[src/hw/hrd_pkg.sv]
// constants for the receive descriptor status write-back block
`default_nettype none
package hrd_pkg;
  // descriptor status word bit positions
  localparam int BIT_EMPTY = 0;
  localparam int BIT_WRAP = 2;
  localparam int BIT_ALARM = 3;
  localparam int BIT_LAST = 4;
  localparam int BIT_FIRST = 5;
  localparam int BIT_CONT = 6;
  localparam int BIT_USER = 8;
  localparam int BIT_OVERSIZE = 10;
  localparam int BIT_NONOCTET = 11;
  localparam int BIT_BREAK = 12;
  localparam int BIT_CRCERR = 13;
  localparam int BIT_CDLOST = 14;
  localparam int BIT_DATALOST = 15;
  localparam int LEN_LSB = 16;
  localparam int LEN_W = 16;
  localparam int WORD_BYTES = 4;
  localparam logic [1:0] WORD_MASK = 2'h3;
  localparam logic [15:0] LIMIT_RST = 16'h0640;
  typedef enum logic [1:0] {
    HRD_IDLE,
    HRD_RECV,
    HRD_DISCARD,
    HRD_CLOSE
  } hrd_state_t;
endpackage : hrd_pkg
`default_nettype wire

[src/hw/hrd_len_guard.sv]
// byte counter with word-rounded storage limit for one frame
`default_nettype none
module hrd_len_guard #(
  parameter int W = 16
) (
  input wire logic ref_clk,
  input wire logic rst,
  input wire logic clear,
  input wire logic byte_in,
  input wire logic [W-1:0] limit,
  output logic [W-1:0] count,
  output logic store_ok,
  output logic over
);
  logic [W-1:0] cap;
  // store cap is the limit rounded up to a whole word
  assign cap = (limit + W'(hrd_pkg::WORD_MASK)) & ~W'(hrd_pkg::WORD_MASK);
  // bytes past the cap are counted but never written
  assign store_ok = (count < cap);

  always_ff @(posedge ref_clk or posedge rst) begin
    if (rst) begin
      count <= '0;
    end else if (clear) begin
      count <= byte_in ? W'(1) : '0;
    end else if (byte_in) begin
      count <= count + W'(1);
    end
  end

  // flagged once count passes limit and a word boundary is reached
  always_ff @(posedge ref_clk or posedge rst) begin
    if (rst) begin
      over <= 1'b0;
    end else if (clear) begin
      over <= 1'b0;
    end else if (count > limit && ((count & W'(hrd_pkg::WORD_MASK)) == '0 || count >= cap)) begin
      over <= 1'b1;
    end
  end
endmodule : hrd_len_guard
`default_nettype wire

[src/hw/hrd_rx_status.sv]
// receive descriptor status write-back for one hdlc channel
// Functional notes
// - alarm bit clear: no buffer-used event; frame event still reported.
// - alarm bit set: post buffer-used and, in hdlc mode, frame event.
// - hdlc mode: set last-in-frame on closing flag or error end.
// - error end sets at least one of carrier, data-lost, break, oversize.
// - closing final buffer writes frame octet count into data_length.
// - first-in-frame set on buffer holding frame start, else clear.
// - continuous mode keeps the owning flag set after close.
// - continuous mode keeps owning flag set even after errors.
// - software-owned bit is never modified by the device.
// - oversize frame stores only limit bytes rounded up to a word.
// - length violation detected at word write, within three byte times.
// - after violation discard until flag, close with oversize error.
// - oversize data_length counts all bytes between the flags.
// - clear owning flag when buffer filled or aborted; skip it while clear.
// - last descriptor length includes the crc octets.
`default_nettype none
module hrd_rx_status #(
  parameter int LEN_W = 16,
  parameter int BUF_BYTES = 64
) (
  input wire logic ref_clk,
  input wire logic rst,
  input wire logic hdlc_mode,
  input wire logic [LEN_W-1:0] max_frame_length_limit,
  input wire logic frame_start,
  input wire logic byte_valid,
  input wire logic [7:0] byte_data,
  input wire logic closing_flag,
  input wire logic err_carrier,
  input wire logic err_data_lost,
  input wire logic err_break,
  input wire logic bd_valid,
  input wire logic [31:0] bd_status_in,
  output logic bd_fetch,
  output logic mem_we,
  output logic [7:0] mem_data,
  output logic [LEN_W-1:0] mem_offset,
  output logic bd_we,
  output logic [31:0] bd_status_out,
  output logic buffer_used_event,
  output logic frame_received_event
);
  hrd_pkg::hrd_state_t state_r;
  logic [31:0] bd_r;
  logic first_r;
  logic last_c;
  logic err_c;
  logic full_c;
  logic [LEN_W-1:0] frame_cnt;
  logic [LEN_W-1:0] buf_cnt_r;
  logic store_ok;
  logic over;
  logic frame_clear;

  assign err_c = err_carrier | err_data_lost | err_break;
  assign frame_clear = frame_start && state_r != hrd_pkg::HRD_CLOSE;
  // a byte within two clocks of filling a buffer is lost; channel bytes come wider apart
  assign full_c = (buf_cnt_r == LEN_W'(BUF_BYTES));

  hrd_len_guard #(.W(LEN_W)) u_guard (
    .ref_clk(ref_clk),
    .rst(rst),
    .clear(frame_clear),
    .byte_in(byte_valid),
    .limit(max_frame_length_limit),
    .count(frame_cnt),
    .store_ok(store_ok),
    .over(over)
  );

  // a descriptor is requested on every frame start in idle; it is taken only while its owning flag is set
  assign bd_fetch = (state_r == hrd_pkg::HRD_IDLE) && frame_start;

  always_ff @(posedge ref_clk or posedge rst) begin
    if (rst) begin
      state_r <= hrd_pkg::HRD_IDLE;
      bd_r <= '0;
      first_r <= 1'b0;
      last_c <= 1'b0;
    end else begin
      case (state_r)
        hrd_pkg::HRD_IDLE: begin
          if (bd_fetch && bd_valid && bd_status_in[hrd_pkg::BIT_EMPTY]) begin
            bd_r <= bd_status_in;
            first_r <= 1'b1;
            state_r <= hrd_pkg::HRD_RECV;
          end
        end
        hrd_pkg::HRD_RECV: begin
          if (over) begin
            state_r <= hrd_pkg::HRD_DISCARD;
          end else if (closing_flag || err_c) begin
            last_c <= 1'b1;
            state_r <= hrd_pkg::HRD_CLOSE;
          end else if (full_c) begin
            last_c <= 1'b0;
            state_r <= hrd_pkg::HRD_CLOSE;
          end
        end
        hrd_pkg::HRD_DISCARD: begin
          // any flag ends discard and is taken as the closing flag
          if (closing_flag || err_c) begin
            last_c <= 1'b1;
            state_r <= hrd_pkg::HRD_CLOSE;
          end
        end
        hrd_pkg::HRD_CLOSE: begin
          first_r <= 1'b0;
          // a next buffer still held by software is not reused
          if (!last_c && bd_valid && bd_status_in[hrd_pkg::BIT_EMPTY]) begin
            bd_r <= bd_status_in;
            state_r <= hrd_pkg::HRD_RECV;
          end else begin
            state_r <= hrd_pkg::HRD_IDLE;
          end
        end
        default: state_r <= hrd_pkg::HRD_IDLE;
      endcase
    end
  end

  // per-buffer byte count and store path
  always_ff @(posedge ref_clk or posedge rst) begin
    if (rst) begin
      buf_cnt_r <= '0;
      mem_we <= 1'b0;
      mem_data <= '0;
      mem_offset <= '0;
    end else begin
      // bytes beyond the rounded limit are dropped
      mem_we <= byte_valid && store_ok && state_r == hrd_pkg::HRD_RECV && !full_c;
      mem_data <= byte_data;
      mem_offset <= buf_cnt_r;
      if (state_r == hrd_pkg::HRD_CLOSE || bd_fetch) begin
        buf_cnt_r <= '0;
      end else if (byte_valid && state_r == hrd_pkg::HRD_RECV && store_ok && !full_c) begin
        buf_cnt_r <= buf_cnt_r + LEN_W'(1);
      end
    end
  end

  // one write carries status, length and owner hand-back
  always_ff @(posedge ref_clk or posedge rst) begin
    if (rst) begin
      bd_we <= 1'b0;
      bd_status_out <= '0;
      buffer_used_event <= 1'b0;
      frame_received_event <= 1'b0;
    end else begin
      bd_we <= 1'b0;
      buffer_used_event <= 1'b0;
      frame_received_event <= 1'b0;
      if (state_r == hrd_pkg::HRD_CLOSE) begin
        bd_we <= 1'b1;
        bd_status_out <= bd_r; // user bit passes untouched
        // continuous mode keeps ownership, even on error
        bd_status_out[hrd_pkg::BIT_EMPTY] <= bd_r[hrd_pkg::BIT_CONT];
        bd_status_out[hrd_pkg::BIT_FIRST] <= first_r;
        bd_status_out[hrd_pkg::BIT_LAST] <= last_c && hdlc_mode;
        bd_status_out[hrd_pkg::BIT_CDLOST] <= last_c && err_carrier;
        bd_status_out[hrd_pkg::BIT_DATALOST] <= last_c && err_data_lost;
        bd_status_out[hrd_pkg::BIT_BREAK] <= last_c && err_break;
        bd_status_out[hrd_pkg::BIT_OVERSIZE] <= last_c && over;
        bd_status_out[hrd_pkg::BIT_NONOCTET] <= 1'b0;
        bd_status_out[hrd_pkg::BIT_CRCERR] <= 1'b0;
        // last buffer reports whole frame incl. crc and discarded bytes
        bd_status_out[hrd_pkg::LEN_LSB +: hrd_pkg::LEN_W] <=
          last_c ? 16'(frame_cnt) : 16'(buf_cnt_r);
        buffer_used_event <= bd_r[hrd_pkg::BIT_ALARM];
        // in hdlc mode, frame event follows frame end regardless of alarm bit
        frame_received_event <= last_c && hdlc_mode;
      end
    end
  end

  chk_len_on_last: assert property (@(posedge ref_clk) disable iff (rst)
    (state_r == hrd_pkg::HRD_CLOSE && last_c) |=>
    bd_status_out[31:16] == $past(16'(frame_cnt)))
    else $error("closing length differs from frame count");
  chk_user_kept: assert property (@(posedge ref_clk) disable iff (rst)
    (state_r == hrd_pkg::HRD_CLOSE) |=>
    bd_status_out[hrd_pkg::BIT_USER] == $past(bd_r[hrd_pkg::BIT_USER]))
    else $error("user bit altered");
  chk_cont_owner: assert property (@(posedge ref_clk) disable iff (rst)
    (state_r == hrd_pkg::HRD_CLOSE && bd_r[hrd_pkg::BIT_CONT]) |=>
    bd_we && bd_status_out[hrd_pkg::BIT_EMPTY])
    else $error("continuous buffer released");
  chk_norm_release: assert property (@(posedge ref_clk) disable iff (rst)
    (state_r == hrd_pkg::HRD_CLOSE && !bd_r[hrd_pkg::BIT_CONT]) |=>
    !bd_status_out[hrd_pkg::BIT_EMPTY])
    else $error("owner flag not cleared");
  chk_no_alarm: assert property (@(posedge ref_clk) disable iff (rst)
    (state_r == hrd_pkg::HRD_CLOSE && !bd_r[hrd_pkg::BIT_ALARM]) |=> !buffer_used_event)
    else $error("buffer event without alarm bit");
  chk_alarm_event: assert property (@(posedge ref_clk) disable iff (rst)
    (state_r == hrd_pkg::HRD_CLOSE && bd_r[hrd_pkg::BIT_ALARM]) |=> buffer_used_event && bd_we)
    else $error("missing buffer event");
  chk_err_last: assert property (@(posedge ref_clk) disable iff (rst)
    (state_r == hrd_pkg::HRD_RECV && !over && err_c && hdlc_mode) |=>
    ##1 bd_status_out[hrd_pkg::BIT_LAST])
    else $error("error end without last mark");
  chk_err_flag: assert property (@(posedge ref_clk) disable iff (rst)
    (bd_we && bd_status_out[hrd_pkg::BIT_LAST] && !$past(closing_flag, 2)) |->
    (|bd_status_out[15:14] || bd_status_out[hrd_pkg::BIT_BREAK] ||
    bd_status_out[hrd_pkg::BIT_OVERSIZE]))
    else $error("error close without cause");
  chk_discard_store: assert property (@(posedge ref_clk) disable iff (rst)
    (state_r == hrd_pkg::HRD_DISCARD) |=> !mem_we)
    else $error("write during discard");
  chk_over_close: assert property (@(posedge ref_clk) disable iff (rst)
    (state_r == hrd_pkg::HRD_DISCARD && closing_flag) |=>
    ##1 bd_status_out[hrd_pkg::BIT_OVERSIZE])
    else $error("oversize not flagged");
  chk_over_lag: assert property (@(posedge ref_clk) disable iff (rst)
    (state_r == hrd_pkg::HRD_RECV && frame_cnt > max_frame_length_limit + LEN_W'(3)) |-> over)
    else $error("violation detected too late");
  chk_first_once: assert property (@(posedge ref_clk) disable iff (rst)
    (state_r == hrd_pkg::HRD_CLOSE && !first_r) |=> !bd_status_out[hrd_pkg::BIT_FIRST])
    else $error("first mark on later buffer");

  cov_normal: cover property (@(posedge ref_clk) disable iff (rst)
    bd_we && bd_status_out[hrd_pkg::BIT_LAST]);
  cov_oversize: cover property (@(posedge ref_clk) disable iff (rst)
    bd_we && bd_status_out[hrd_pkg::BIT_OVERSIZE]);
  cov_multibuf: cover property (@(posedge ref_clk) disable iff (rst)
    bd_we && !bd_status_out[hrd_pkg::BIT_LAST]);
  cov_cont: cover property (@(posedge ref_clk) disable iff (rst)
    bd_we && bd_status_out[hrd_pkg::BIT_CONT]);
endmodule : hrd_rx_status
`default_nettype wire

[config.mk]
export PLATFORM = sky130hd
export DESIGN_NAME = hrd_rx_status
export DESIGN_NICKNAME = d
export VERILOG_FILES = /design/src/hw/hrd_pkg.sv /design/src/hw/hrd_len_guard.sv /design/src/hw/hrd_rx_status.sv
export SDC_FILE = /design/constraint.sdc
export NUM_CORES = 1
export LEC_CHECK = 0
export BUFFER_PORTS_ARGS = -buffer_cell sky130_fd_sc_hd__buf_2
export CORE_UTILIZATION = 30
export CTS_BUF_LIST = sky130_fd_sc_hd__clkbuf_4
export DETAILED_ROUTE_END_ITERATION = 8
export GPL_ROUTABILITY_DRIVEN = 0
export SYNTH_ARGS = -nofsm -noshare
export SYNTH_HDL_FRONTEND = slang
export SYNTH_SLANG_ARGS = --single-unit
[constraint.sdc]
create_clock -name ref_clk -period 3.95 [get_ports ref_clk]
set_input_delay 0.1975 -clock ref_clk [delete_from_list [all_inputs] [get_ports ref_clk]]
set_output_delay 0.1975 -clock ref_clk [all_outputs]
set_load 0.005 [all_outputs]
==> qor.txt <==
CTS Buf Count - 9
H-tree depth - 3
N_diodes - 0
First-pass GRT wire length - 20700 um
Startpoint types - primary input
Max Freq - 325 MHz
PortBufs - 100
Drt drc - 0
Largest net degree at the start of global routing - 74
Via Count - 4072
Hold slack - 132 ps
Synth cell types - 64
Routed wire per std cell - 14.8 um
Ys flop type - dfrtp_1
Post-synth EDFFs - 0
Sink Count - 101
Worst Tran Pin Value - 1050 ps
Setup TNS - 0 ps
Area of the die - 18100 sq um
Final setup vio count - 0
Maximum vdd drop - 204 uV
Clk buf depth - 2
Commonest non-fill, non-tap cell in the layout - dfrtp_1
Synth Cell Area - 5280 sq um
Slew HR - 0.303
RSZ-0062 raised after global routing - no
Critical path type - in -> reg
Most frequent cells in the layout - 101 x dfrtp_1, 100 x buf_2, 50 x nor2_1
Final worst slack - 874 ps
Hold_sp - bd_valid
Cells after synthesis - 490
DR vias/cell - 4.86
Yosys top cell area share - 0.479
Drt first pass iters - 5
P per Cell Area - 477 nW/um^2
Starting Density - 0.306
Clk Latency, worst-skew pair - 460 ps
Min Tclk post-route - 3080 ps
Synthesis-stage register bit count - 101
# IOs - 127
Average cell area after synthesis - 10.8 sq um
CTS resizes - 0
Async SR Flop Fraction - 1.00
Final core occ - 0.368
Fill count - 1701
WL final - 12400 um
Antenna violations before repair - 0
Total power - 3.02 mW
Total track usage - 0.144
HP Class - in -> reg
MaxCap Viol Count - 0
Sequential share of the synthesized area - 0.479
Initial DRC count - 205
Final Max Tran Viols - 0
Largest fanout on the critical path - 15
Final Instance Area - 6340 sq um
Synth warnings - 0
Grt ovf - 0
Fin cells - 837
Tcrit/Tclk final - 0.779
CTS clk-pin slew, worst paths - 140 ps
Setup Buffers After CTS - 0
Ranking of synthesized cells by area - dfrtp_1 48%, ha_1 9.2%, mux2i_1 3.6%
Vias in the first global route - 4132
Critical path origin - max_frame_length_limit[1]
Status - finished, final reports clean
Core footprint - 17200 sq um
Root Buffer - clkbuf_4
Critical Path RT - 4300 ps
CTS tree - yes
Worst Clk Skew - 26.1 ps
DIE WIDTH - 135 um
Area Growth Syn to Fin - 20.1%
LEAKAGE - 3.22 nW
DRT antenna net count - 0
Final HPWL DP - 9360 um
Final hold vios - 0
Layout cells sized above 1 - 0.260
Placed cell areas - 6000 sq um
WP data arrival - 3430 ps
Row count - 48
Area leader, netlist - dfrtp_1
NumNets Final - 713
Die Span Y - 135 um
Cell count after placement - 801
Worst r2r src - state_r[1]
Pre-CTS WS - 368 ps
Critical Path End Type - flip-flop
==> cell usage after synthesis (all sizes together) (13+ instances only) <==
cell type	instances
dfrtp	101
nor2	51
ha	39
a21oi	37
inv	33
nand2	24
xnor2	21
mux2i	19
mux2	15
buf	14
nand4	14
nand3	13
==> cells by family (layout without fill, tap and decap cells) <==
| group | Yosys count | in the layout | share of synthesized area |
|---|---|---|---|
| other | 1 | 2 | 0.000711 |
| AO/OA/AOI/OAI | 86 | 86 | 0.115 |
| buffers and inverters | 52 | 173 | 0.0424 |
| flip-flops | 101 | 101 | 0.479 |
| AND/OR/NAND/NOR | 148 | 148 | 0.154 |
| adder cells (fa/ha/maj) | 39 | 39 | 0.0925 |
| XOR/XNOR | 29 | 29 | 0.0481 |
| multiplexers | 34 | 34 | 0.0680 |
==> critical path, stage by stage <==
cell	delay [ps]
buf_2	110
o211a_1	210
and4_1	280
nand4_1	160
nor2_1	260
nand4_1	150
xnor2_1	150
ha_1	310
and4_4	230
nand4b_1	150
nand4_1	250
nor3_4	550
nand4_1	240
mux2i_1	170
==> final timing paths <==
path | end | cells past startpoint | slack, ps
max | buf_cnt_r[10] | 14 | 870
min | first_r | 4 | 130
max reg2reg | u_guard.over | 6 | 1340
min reg2reg | mem_offset[10] | 0 | 490
max in group asynchronous | state_r[0] | 4 | 2580
min in group asynchronous | mem_data[4] | 3 | 450
==> per-layer routing <==
metal | share of wire | routed length, um | vias up | global-route usage
met5 | 0 | 0 | - | 0
met1 | 0.46 | 5670 | 1977 | 0.184
met4 | 0.019 | 238 | 0 | 0.0680
met2 | 0.48 | 5950 | 109 | 0.241
met3 | 0.042 | 519 | 22 | 0.0195
li1 | - | - | 1964 | -
==> area by class of cell <==
class | count | area [sq um] | share of cell area
clock buffers | 9 | 67.6 | 0.0107
clock inverters | 6 | 62.6 | 0.00987
inverters | 33 | 126 | 0.0199
multi-input cells | 338 | 2530 | 0.400
flip-flops and latches | 101 | 2530 | 0.399
well taps | 225 | 282 | 0.0444
repair buffers | 125 | 741 | 0.117
==> registers in the layout (all words and copies together) (netlist names), 2 cells and up <==
signal and cells:
state_r 2, mem_data 8, mem_offset 16, bd_status_out 29, bd_r 7, buf_cnt_r 16
u_guard.count 16
==> power by group <==
group / leakage (nW) / internal (mW) / switching (mW)
registers: 1.31 / 1.28 / 0.144
logic: 1.84 / 0.482 / 0.588
clock network: 0.0675 / 0.189 / 0.339
==> timing repair <==
item	CTS	global route
setup endpoints to repair	0	0
endpoints found under the hold margin	92	0
hold buffers	21	0
No activity file was read; power rests on OpenSTA's default activity.
